==> config.mk <==
export PLATFORM = sky130hd
export DESIGN_NAME = ivpr_resolver
export DESIGN_NICKNAME = d
export VERILOG_FILES = /design/src/ivpr_arbiter.v /design/src/ivpr_reset_ctl.v /design/src/ivpr_resolver.v
export VERILOG_INCLUDE_DIRS = /design/src
export SDC_FILE = /design/constraint.sdc
export NUM_CORES = 1
export LEC_CHECK = 0
export BUFFER_PORTS_ARGS = -buffer_cell sky130_fd_sc_hd__buf_4
export CORE_MARGIN = 10
export CORE_UTILIZATION = 34
export DETAILED_ROUTE_END_ITERATION = 7
export GPL_TIMING_DRIVEN = 0
export SLEW_MARGIN = 10
export SYNTH_ARGS = -nofsm -noshare
export SYNTH_HDL_FRONTEND = slang
export SYNTH_SLANG_ARGS = --single-unit
==> constraint.sdc <==
create_clock -name clk_sys -period 25 [get_ports clk_sys]
set_input_delay 2.5 -clock clk_sys [delete_from_list [all_inputs] [get_ports clk_sys]]
set_output_delay 2.5 -clock clk_sys [all_outputs]
set_load 0.02 [all_outputs]
==> src/ivpr_defs.vh <==
`ifndef IVPR_DEFS_VH
`define IVPR_DEFS_VH

// source count and field widths
`define IVPR_NSRC          21
`define IVPR_IDX_W         5
`define IVPR_DATA_W        32

// register byte offsets
`define IVPR_OFS_FLAG      8'h00
`define IVPR_OFS_MASK      8'h04
`define IVPR_OFS_PRIO0     8'h08
`define IVPR_OFS_PRIO1     8'h0C
`define IVPR_OFS_LVCTRL    8'h10
`define IVPR_OFS_STATUS    8'h14
`define IVPR_OFS_CAUSE     8'h18

// reset values
`define IVPR_RST_MASK      21'h1FFFFF
`define IVPR_RST_PRIO      21'h1FFFFF
`define IVPR_RST_LVMODE    1'b0

// field positions
`define IVPR_LVMODE_BIT    1
`define IVPR_ST_PEND_BIT   24
`define IVPR_ST_SWI_BIT    25

// reset cause bits
`define IVPR_CAUSE_PIN     0
`define IVPR_CAUSE_PON     1
`define IVPR_CAUSE_LV      2
`define IVPR_CAUSE_WDG     3
`define IVPR_CAUSE_TRAP    4
`define IVPR_CAUSE_W       5

// opcodes and vectors
`define IVPR_ILLEGAL_OPCODE 8'hFF
`define IVPR_VEC_RESET     16'h0000
`define IVPR_VEC_SWI       16'h007E
`define IVPR_VEC_LVD       16'h0006
`define IVPR_VEC_TM2       16'h0030
`define IVPR_VEC_TM3       16'h0032
`define IVPR_VEC_AD        16'h0034
`define IVPR_VEC_RTC       16'h0036
`define IVPR_VEC_RTCI      16'h0038
`define IVPR_VEC_KR        16'h003A
`define IVPR_VEC_SER2      16'h003C
`define IVPR_VEC_P6        16'h003E
`define IVPR_VEC_TM4       16'h0042
`define IVPR_VEC_TM5       16'h0044
`define IVPR_VEC_TM6       16'h0046
`define IVPR_VEC_TM7       16'h0048
`define IVPR_VEC_SR2       16'h004A
`define IVPR_VEC_P8        16'h004E
`define IVPR_VEC_P9        16'h0050
`define IVPR_VEC_P10       16'h0052
`define IVPR_VEC_P11       16'h0054
`define IVPR_VEC_SRE2      16'h005C
`define IVPR_VEC_USB       16'h005E
`define IVPR_VEC_RSUM      16'h0060

`endif

==> src/ivpr_arbiter.v <==
`timescale 1ns/1ps
`include "ivpr_defs.vh"

module ivpr_arbiter (
    // requests and settings
    input  wire [`IVPR_NSRC-1:0]  req,
    input  wire [`IVPR_NSRC-1:0]  prio_b0,
    input  wire [`IVPR_NSRC-1:0]  prio_b1,
    input  wire                   global_en,
    input  wire [1:0]             isp,
    // winner
    output reg                    found,
    output reg  [`IVPR_IDX_W-1:0] idx
);

    integer    i;
    reg [2:0]  best;
    reg [1:0]  lvl;

    always @* begin
        found = 1'b0;
        idx   = {`IVPR_IDX_W{1'b0}};
        best  = 3'h4;
        lvl   = 2'h0;
        for (i = 0; i < `IVPR_NSRC; i = i + 1) begin
            lvl = {prio_b1[i], prio_b0[i]};
            if (req[i] && global_en && (isp == 2'h3 || lvl < isp)) begin
                if ({1'b0, lvl} < best) begin
                    best  = {1'b0, lvl};
                    idx   = i[`IVPR_IDX_W-1:0];
                    found = 1'b1;
                end
            end
        end
    end

endmodule // ivpr_arbiter

==> src/ivpr_reset_ctl.v <==
`timescale 1ns/1ps
`include "ivpr_defs.vh"

module ivpr_reset_ctl (
    // reset events
    input  wire                     reset_pin_event,
    input  wire                     power_on_clear_reset,
    input  wire                     low_voltage_detect,
    input  wire                     low_voltage_mode_select,
    input  wire                     watchdog_reset,
    // opcode watch
    input  wire                     opcode_fetch_valid,
    input  wire [7:0]               opcode_byte,
    input  wire                     debug_session_active,
    // result
    output reg  [`IVPR_CAUSE_W-1:0] cause
);

    always @* begin
        cause = {`IVPR_CAUSE_W{1'b0}};
        cause[`IVPR_CAUSE_PIN] = reset_pin_event;
        cause[`IVPR_CAUSE_PON] = power_on_clear_reset;
        // lv resets only when mode is 1
        cause[`IVPR_CAUSE_LV]  = low_voltage_detect & low_voltage_mode_select;
        cause[`IVPR_CAUSE_WDG] = watchdog_reset;
        cause[`IVPR_CAUSE_TRAP] = opcode_fetch_valid & ~debug_session_active
                                  & (opcode_byte == `IVPR_ILLEGAL_OPCODE);
    end

endmodule // ivpr_reset_ctl

==> src/ivpr_resolver.v <==
`timescale 1ns/1ps
`include "ivpr_defs.vh"

////////////////////////////////////////////////////////////////////////////////
// Behaviour
// - simultaneous requests at one priority level: rank 0 first, 42 last
// - timer ch2/ch3 raise ranks 22/23
// - conversion end raises rank 24 at 0034H
// - rtc period or alarm: rank 25, 0036H
// - rtc interval: own rank 26, 0038H
// - key return: rank 27, 003AH
// - serial unit 2 roles share rank 28
// - pin 6 at 003EH, pins 8-11 004EH-0054H
// - timer ch4-7 ranks 31-34, 0042H-0048H
// - serial2 receive end: rank 35, 004AH
// - serial2 receive error: rank 40, 005CH
// - usb status 005EH, resume 0060H
// - break instruction vectors to 007EH
// - all resets and FFH trap use 0000H
// - no trap during debug emulation
// - low voltage resets only when mode 1
// - mode 0: low voltage is maskable request
// - vectors are two bytes, first 64K
// - break ignores global enable and priority
module ivpr_resolver (
    // clock and reset
    input  wire        clk_sys,
    input  wire        rst_n,
    // ahb-lite slave
    input  wire        hsel,
    input  wire [31:0] haddr,
    input  wire [1:0]  htrans,
    input  wire        hwrite,
    input  wire [2:0]  hsize,
    input  wire [31:0] hwdata,
    input  wire        hready,
    output reg  [31:0] hrdata,
    output reg         hreadyout,
    output reg         hresp,
    // interrupt sources
    input  wire        timer_ch2_done_irq,
    input  wire        timer_ch3_done_irq,
    input  wire        conversion_done_irq,
    input  wire        rtc_period_alarm_irq,
    input  wire        rtc_interval_irq,
    input  wire        key_return_irq,
    input  wire        serial2_tx_done_irq,
    input  wire        clocked_serial2_done_irq,
    input  wire        twowire2_done_irq,
    input  wire        ext_pin6_irq,
    input  wire        timer_ch4_done_irq,
    input  wire        timer_ch5_done_irq,
    input  wire        timer_ch6_done_irq,
    input  wire        timer_ch7_done_irq,
    input  wire        serial2_rx_done_irq,
    input  wire        ext_pin8_irq,
    input  wire        ext_pin9_irq,
    input  wire        ext_pin10_irq,
    input  wire        ext_pin11_irq,
    input  wire        serial2_rx_error_irq,
    input  wire        usb_function_status_irq,
    input  wire        usb_resume_irq,
    // reset sources
    input  wire        reset_pin_event,
    input  wire        power_on_clear_reset,
    input  wire        low_voltage_detect,
    input  wire        watchdog_reset,
    // processor core
    input  wire        global_enable_flag,
    input  wire        in_service_level_bit0,
    input  wire        in_service_level_bit1,
    input  wire        break_instruction,
    input  wire        opcode_fetch_valid,
    input  wire [7:0]  opcode_byte,
    input  wire        debug_session_active,
    input  wire        int_ack,
    output reg         int_request,
    output reg  [15:0] int_vector,
    output reg         reset_request,
    output reg  [15:0] reset_vector
);

    ////////////////////////////////////////////////////////////////////////////
    // vector table

    // vectors are 16 bits, so every branch stays below 10000H
    function [15:0] vec_of;
        input [`IVPR_IDX_W-1:0] i;
        begin
            case (i)
                5'd0:    vec_of = `IVPR_VEC_LVD;
                5'd1:    vec_of = `IVPR_VEC_TM2;
                5'd2:    vec_of = `IVPR_VEC_TM3;
                5'd3:    vec_of = `IVPR_VEC_AD;
                5'd4:    vec_of = `IVPR_VEC_RTC;
                5'd5:    vec_of = `IVPR_VEC_RTCI;
                5'd6:    vec_of = `IVPR_VEC_KR;
                5'd7:    vec_of = `IVPR_VEC_SER2;
                5'd8:    vec_of = `IVPR_VEC_P6;
                5'd9:    vec_of = `IVPR_VEC_TM4;
                5'd10:   vec_of = `IVPR_VEC_TM5;
                5'd11:   vec_of = `IVPR_VEC_TM6;
                5'd12:   vec_of = `IVPR_VEC_TM7;
                5'd13:   vec_of = `IVPR_VEC_SR2;
                5'd14:   vec_of = `IVPR_VEC_P8;
                5'd15:   vec_of = `IVPR_VEC_P9;
                5'd16:   vec_of = `IVPR_VEC_P10;
                5'd17:   vec_of = `IVPR_VEC_P11;
                5'd18:   vec_of = `IVPR_VEC_SRE2;
                5'd19:   vec_of = `IVPR_VEC_USB;
                5'd20:   vec_of = `IVPR_VEC_RSUM;
                default: vec_of = `IVPR_VEC_RESET;
            endcase
        end
    endfunction

    function [`IVPR_NSRC-1:0] onehot;
        input [`IVPR_IDX_W-1:0] i;
        begin
            onehot = {{(`IVPR_NSRC-1){1'b0}}, 1'b1} << i;
        end
    endfunction

    ////////////////////////////////////////////////////////////////////////////
    // registers and wires

    reg  [`IVPR_NSRC-1:0]   flag_q;
    reg  [`IVPR_NSRC-1:0]   flag_d;
    reg  [`IVPR_NSRC-1:0]   mask_q;
    reg  [`IVPR_NSRC-1:0]   prio0_q;
    reg  [`IVPR_NSRC-1:0]   prio1_q;
    reg                     lvmode_q;
    reg  [`IVPR_CAUSE_W-1:0] cause_q;
    reg                     swi_q;
    reg                     sel_swi_q;
    reg  [`IVPR_IDX_W-1:0]  win_q;
    reg                     wr_pend_q;
    reg                     rd_pend_q;
    reg  [7:0]              addr_q;
    reg  [31:0]             rdata_d;
    wire [`IVPR_NSRC-1:0]   src_evt;
    wire [`IVPR_NSRC-1:0]   ack_clr;
    wire [`IVPR_NSRC-1:0]   eligible;
    wire [`IVPR_CAUSE_W-1:0] cause_evt;
    wire                    arb_found;
    wire [`IVPR_IDX_W-1:0]  arb_idx;
    wire                    swi_eff;
    wire                    addr_ph;
    wire                    lv_irq;

    ////////////////////////////////////////////////////////////////////////////
    // request events

    // with mode 0, low voltage becomes a maskable request
    assign lv_irq = low_voltage_detect & ~lvmode_q;

    // any serial2 role sets the one shared flag
    assign src_evt = {usb_resume_irq, usb_function_status_irq, serial2_rx_error_irq,
                      ext_pin11_irq, ext_pin10_irq, ext_pin9_irq, ext_pin8_irq,
                      serial2_rx_done_irq, timer_ch7_done_irq, timer_ch6_done_irq,
                      timer_ch5_done_irq, timer_ch4_done_irq, ext_pin6_irq,
                      serial2_tx_done_irq | clocked_serial2_done_irq | twowire2_done_irq,
                      key_return_irq, rtc_interval_irq, rtc_period_alarm_irq,
                      conversion_done_irq, timer_ch3_done_irq, timer_ch2_done_irq,
                      lv_irq};

    // the presented request is taken away in the ack cycle so it is not shown twice
    assign ack_clr  = (int_ack && int_request && !sel_swi_q) ? onehot(win_q)
                                                             : {`IVPR_NSRC{1'b0}};
    // only set and unmasked flags compete
    assign eligible = flag_q & ~ack_clr & ~mask_q;
    assign swi_eff  = swi_q & ~(int_ack & int_request & sel_swi_q);

    ivpr_arbiter u_arb (
        .req       (eligible),
        .prio_b0   (prio0_q),
        .prio_b1   (prio1_q),
        .global_en (global_enable_flag),
        .isp       ({in_service_level_bit1, in_service_level_bit0}),
        .found     (arb_found),
        .idx       (arb_idx)
    );

    ivpr_reset_ctl u_rst (
        .reset_pin_event         (reset_pin_event),
        .power_on_clear_reset    (power_on_clear_reset),
        .low_voltage_detect      (low_voltage_detect),
        .low_voltage_mode_select (lvmode_q),
        .watchdog_reset          (watchdog_reset),
        .opcode_fetch_valid      (opcode_fetch_valid),
        .opcode_byte             (opcode_byte),
        .debug_session_active    (debug_session_active),
        .cause                   (cause_evt)
    );

    ////////////////////////////////////////////////////////////////////////////
    // bus decode

    assign addr_ph = hsel & htrans[1] & hready;

    always @* begin
        // set wins over software and ack clears
        flag_d = flag_q & ~ack_clr;
        if (wr_pend_q && addr_q == `IVPR_OFS_FLAG) begin
            flag_d = flag_d & ~hwdata[`IVPR_NSRC-1:0];
        end
        flag_d = flag_d | src_evt;
    end

    always @* begin
        rdata_d = 32'h0000_0000;
        case (addr_q)
            `IVPR_OFS_FLAG:   rdata_d[`IVPR_NSRC-1:0] = flag_q;
            `IVPR_OFS_MASK:   rdata_d[`IVPR_NSRC-1:0] = mask_q;
            `IVPR_OFS_PRIO0:  rdata_d[`IVPR_NSRC-1:0] = prio0_q;
            `IVPR_OFS_PRIO1:  rdata_d[`IVPR_NSRC-1:0] = prio1_q;
            `IVPR_OFS_LVCTRL: rdata_d[`IVPR_LVMODE_BIT] = lvmode_q;
            `IVPR_OFS_STATUS: begin
                rdata_d[15:0]  = int_vector;
                rdata_d[20:16] = win_q;
                rdata_d[`IVPR_ST_PEND_BIT] = int_request;
                rdata_d[`IVPR_ST_SWI_BIT]  = swi_q;
            end
            `IVPR_OFS_CAUSE:  rdata_d[`IVPR_CAUSE_W-1:0] = cause_q;
            default:          rdata_d = 32'h0000_0000;
        endcase
    end

    ////////////////////////////////////////////////////////////////////////////
    // bus slave: writes without wait, reads with one wait for fresh data

    always @(posedge clk_sys or negedge rst_n) begin
        if (!rst_n) begin
            hrdata    <= 32'h0000_0000;
            hreadyout <= 1'b1;
            hresp     <= 1'b0;
            wr_pend_q <= 1'b0;
            rd_pend_q <= 1'b0;
            addr_q    <= 8'h00;
        end else begin
            hresp <= 1'b0;
            if (rd_pend_q) begin
                hrdata    <= rdata_d;
                hreadyout <= 1'b1;
                rd_pend_q <= 1'b0;
                wr_pend_q <= 1'b0;
            end else if (addr_ph) begin
                addr_q    <= {haddr[7:2], 2'b00};
                wr_pend_q <= hwrite;
                rd_pend_q <= ~hwrite;
                hreadyout <= hwrite;
            end else begin
                wr_pend_q <= 1'b0;
            end
        end
    end

    ////////////////////////////////////////////////////////////////////////////
    // control registers

    always @(posedge clk_sys or negedge rst_n) begin
        if (!rst_n) begin
            flag_q   <= {`IVPR_NSRC{1'b0}};
            mask_q   <= `IVPR_RST_MASK;
            prio0_q  <= `IVPR_RST_PRIO;
            prio1_q  <= `IVPR_RST_PRIO;
            lvmode_q <= `IVPR_RST_LVMODE;
            cause_q  <= {`IVPR_CAUSE_W{1'b0}};
            swi_q    <= 1'b0;
        end else begin
            flag_q <= flag_d;
            if (wr_pend_q) begin
                case (addr_q)
                    `IVPR_OFS_MASK:   mask_q   <= hwdata[`IVPR_NSRC-1:0];
                    `IVPR_OFS_PRIO0:  prio0_q  <= hwdata[`IVPR_NSRC-1:0];
                    `IVPR_OFS_PRIO1:  prio1_q  <= hwdata[`IVPR_NSRC-1:0];
                    `IVPR_OFS_LVCTRL: lvmode_q <= hwdata[`IVPR_LVMODE_BIT];
                    default:          lvmode_q <= lvmode_q;
                endcase
            end
            // cause bits: write 1 clears, a new event wins
            if (wr_pend_q && addr_q == `IVPR_OFS_CAUSE) begin
                cause_q <= (cause_q & ~hwdata[`IVPR_CAUSE_W-1:0]) | cause_evt;
            end else begin
                cause_q <= cause_q | cause_evt;
            end
            // break request waits for the core
            swi_q <= swi_eff | break_instruction;
        end
    end

    ////////////////////////////////////////////////////////////////////////////
    // core outputs

    always @(posedge clk_sys or negedge rst_n) begin
        if (!rst_n) begin
            int_request   <= 1'b0;
            int_vector    <= `IVPR_VEC_RESET;
            sel_swi_q     <= 1'b0;
            win_q         <= {`IVPR_IDX_W{1'b0}};
            reset_request <= 1'b0;
            reset_vector  <= `IVPR_VEC_RESET;
        end else begin
            // every reset cause branches to 0000H
            reset_request <= |cause_evt;
            reset_vector  <= `IVPR_VEC_RESET;
            if (swi_eff) begin
                int_request <= 1'b1;
                int_vector  <= `IVPR_VEC_SWI;
                sel_swi_q   <= 1'b1;
            end else if (arb_found) begin
                int_request <= 1'b1;
                int_vector  <= vec_of(arb_idx);
                win_q       <= arb_idx;
                sel_swi_q   <= 1'b0;
            end else begin
                int_request <= 1'b0;
                sel_swi_q   <= 1'b0;
            end
        end
    end

endmodule // ivpr_resolver

==> flow_metrics.tcl <==
set metrics [dict create \
    status "complete, but fails checks" \
    violations "setup timing" \
    irDropWorstVdd_uv 53.9 \
    setup_viol 11 \
    worst_pin_slew_ps 1170 \
    die_w_um 193 \
    fp.dieArea_um2 37100 \
    drt_first_pass_iters 7 \
    fin_skew_ps 14.2 \
    p_seq_share_pct 23.8 \
    drtIter0Drc 764 \
    ys_top_cells_by_area "dfrtp_1 (18%), dfstp_2 (17%), mux2_2 (8.1%), ha_1 (5.8%), mux4_2 (4.7%)" \
    async_reset_ff_share_pct 100 \
    relSlewSlack_pct 21.3 \
    ioPinCount 183 \
    cts-buffers-inserted 17 \
    gp_congestion 0.937 \
    intPower_uw 732 \
    ys_seq_area_share_pct 34.7 \
    stdcell_count 1726 \
    synth-seq-cells 137 \
    setup_tns_ps -17090 \
    initial_utilization_pct 34.3 \
    grt_max_degree 82 \
    cp_slowest_cell "or4_4" \
    synth_top_area_share_pct 18.0 \
    routed_wl_mm 36.3 \
    period_needed_ps 26910 \
    p_clk_share_pct 20.2 \
    leakage_nw 5.65 \
    drive_gt1_share_pct 48.7 \
    vias_per_cell 5.61 \
    synth_edf_count 0 \
    startpoint_type "input pin" \
    die_y_um 193 \
    min_path_type "register to register" \
    dr_total_vias 9690 \
    drc 0 \
    rsz0062_at_grt "yes" \
    setup_ws_ps -1910 \
    layout_common_cells "buf_4 (242), nor2_1 (83), dfrtp_1 (73)" \
    swShare_pct 41.0 \
    antenna_found_initial 0 \
    area_growth_pct 40.1 \
    fillers 2680 \
    syn_avg_cell_area_um2 9.60 \
    synthesis.area_um2 10100 \
    critPathMostFrequentCell "ha_4" \
    ant_nets 0 \
    pwr-share-comb_pct 56.0 \
    whs_ps 506 \
    required_ps 25390 \
    synth_top_cell_by_area "dfrtp_1" \
    fmaxAchievable_mhz 37.2 \
    dp_hpwl_mm 26.4 \
    cp.arrival_ps 27300 \
    overflow 0 \
    synthCells 1055 \
    max-cap-violations 0 \
    synth_cell_types 98 \
    final_common_cell "buf_4" \
    switching_power_uw 509 \
    grt_use_total_pct 19.0 \
    end_kind "register" \
    grt_pass1_wl_mm 55.0 \
    cp_max_fo 6 \
    clkLatencyLatePin_ps 450 \
    clk_pin_slew_ps 70 \
    postCtsHoldBufs 0 \
    wl_per_cell_um 21.1 \
    hold_viol_final 0 \
    power-per-cell-area_nw_per_um2 87.5 \
    core_um2 29500 \
    antenna_cells 0 \
    place_inst 1585 \
    layout.nets 1485 \
    slew_viol_final 0 \
    portBuffers 104 \
    cts_root_buf "clkbuf_16" \
    numClockSinks 137 \
    cts_buffer_depth 2 \
    critPathKind "input pin to register" \
    grt_pass1_vias 9573 \
    ys.flop_type "dfrtp_1" \
    h-tree-depth 4 \
    max_stage_delay_ps 550 \
    num_rows 63 \
    cts_tree "yes" \
    post-route-period-util_pct 108 \
    ys.warnings.count 0 \
]
[state kept, by name (all words and copies together) (netlist names)]
name	flops
rd_pend_q	1
int_request	1
mask_q	21
int_vector	6
addr_q	6
lvmode_q	1
reset_request	1
cause_q	5
prio0_q	21
flag_q	21
hrdata	23
hreadyout	1
win_q	5
wr_pend_q	1
prio1_q	21
swi_q	1
sel_swi_q	1
[power groups by stage]
stage | logic [mW] | registers, mW | clock network (mW)
floorplan | 0.359 | 0.299 | 0
global placement | 0.493 | 0.295 | 0
CTS | 0.586 | 0.293 | 0.256
global route | 0.745 | 0.299 | 0.265
detailed placement | 0.501 | 0.296 | 0
finish | 0.695 | 0.295 | 0.251
[worst paths after layout]
path | start | to | slack, ps | cells after the start
max | in_service_level_bit1 | int_vector[2] | -1910 | 143
min | hreadyout | hreadyout | 510 | 2
max reg2reg | win_q[3] | int_vector[2] | -420 | 141
min reg2reg | hreadyout | hreadyout | 510 | 2
max in group asynchronous | rst_n | mask_q[8] | 22170 | 2
min in group asynchronous | rst_n | hrdata[18] | 2000 | 1
[worst max-delay path: cells and delay by family]
kind	cells	cell delay (ps)
muxes	5	1250
adders and majority gates	22	4900
buffers and inverters	11	1050
and+or+nand+nor	42	7250
AOI/OAI and AO/OA	63	10300
[cells by family after synthesis]
group                      count (synthesis)  share of synthesized area [%]
xor gates and xnor gates                   1                         0.0865
DFF                                      137                           34.7
muxes                                     98                           13.2
other                                      1                         0.0370
AOI/OAI and AO/OA                        302                           21.6
and+or+nand+nor                          356                           19.0
adders and majority gates                 47                           5.81
buffers and inverters                    113                           5.64
[layer usage]
layer / vias up / share of wire, % / track usage (%)
li1: 4485 / - / -
met1: 4826 / 43 / 23.7
met2: 316 / 48 / 32.1
met3: 63 / 6.5 / 4.23
met4: 0 / 2.2 / 5.78
met5: - / 0 / 0
[through the flow]
stage	cell area (um2)	power [mW]	worst slack, ps	utilization (%)
floorplan	10800	0.658	-1750	-
global route	14200	1.31	-2890	48.1
finish	14200	1.24	-1910	48.1
detailed placement	12100	0.797	-5140	41.0
CTS	13400	1.14	-1700	45.6
global placement	12000	0.788	-5020	40.9
[synthesized netlist by cell type (14+ instances only)]
cell,instances
o21ai_0,45
or3_1,14
ha_1,47
or2_2,27
nand2_1,58
o21bai_1,16
nand3_1,29
nor3_1,25
a211oi_1,14
mux4_2,21
nand2b_1,20
inv_1,35
dfrtp_1,73
buf_4,36
dfstp_2,64
nor2_1,95
clkbuf_1,31
a21oi_1,66
mux2_2,73
[timing repair]
item	CTS	global route
pin swaps	51	98
cloned	1	0
setup buffers	64	45
endpoints found under the setup margin	11	11
gates resized for setup	49	78
[cell type report]
class / instances / area [um2] / share of cell area, %
multi-input combinational: 840 / 7330 / 51.7
sequential: 137 / 3510 / 24.7
timing repair buffer: 214 / 1670 / 11.8
tap: 390 / 488 / 3.44
buffer: 76 / 462 / 3.26
clock buffer: 17 / 425 / 3.00
clock inverter: 15 / 146 / 1.03
inverter: 36 / 141 / 0.997
timing repair inverter: 1 / 5.00 / 0.0353
(Power assumes the default switching activity.)
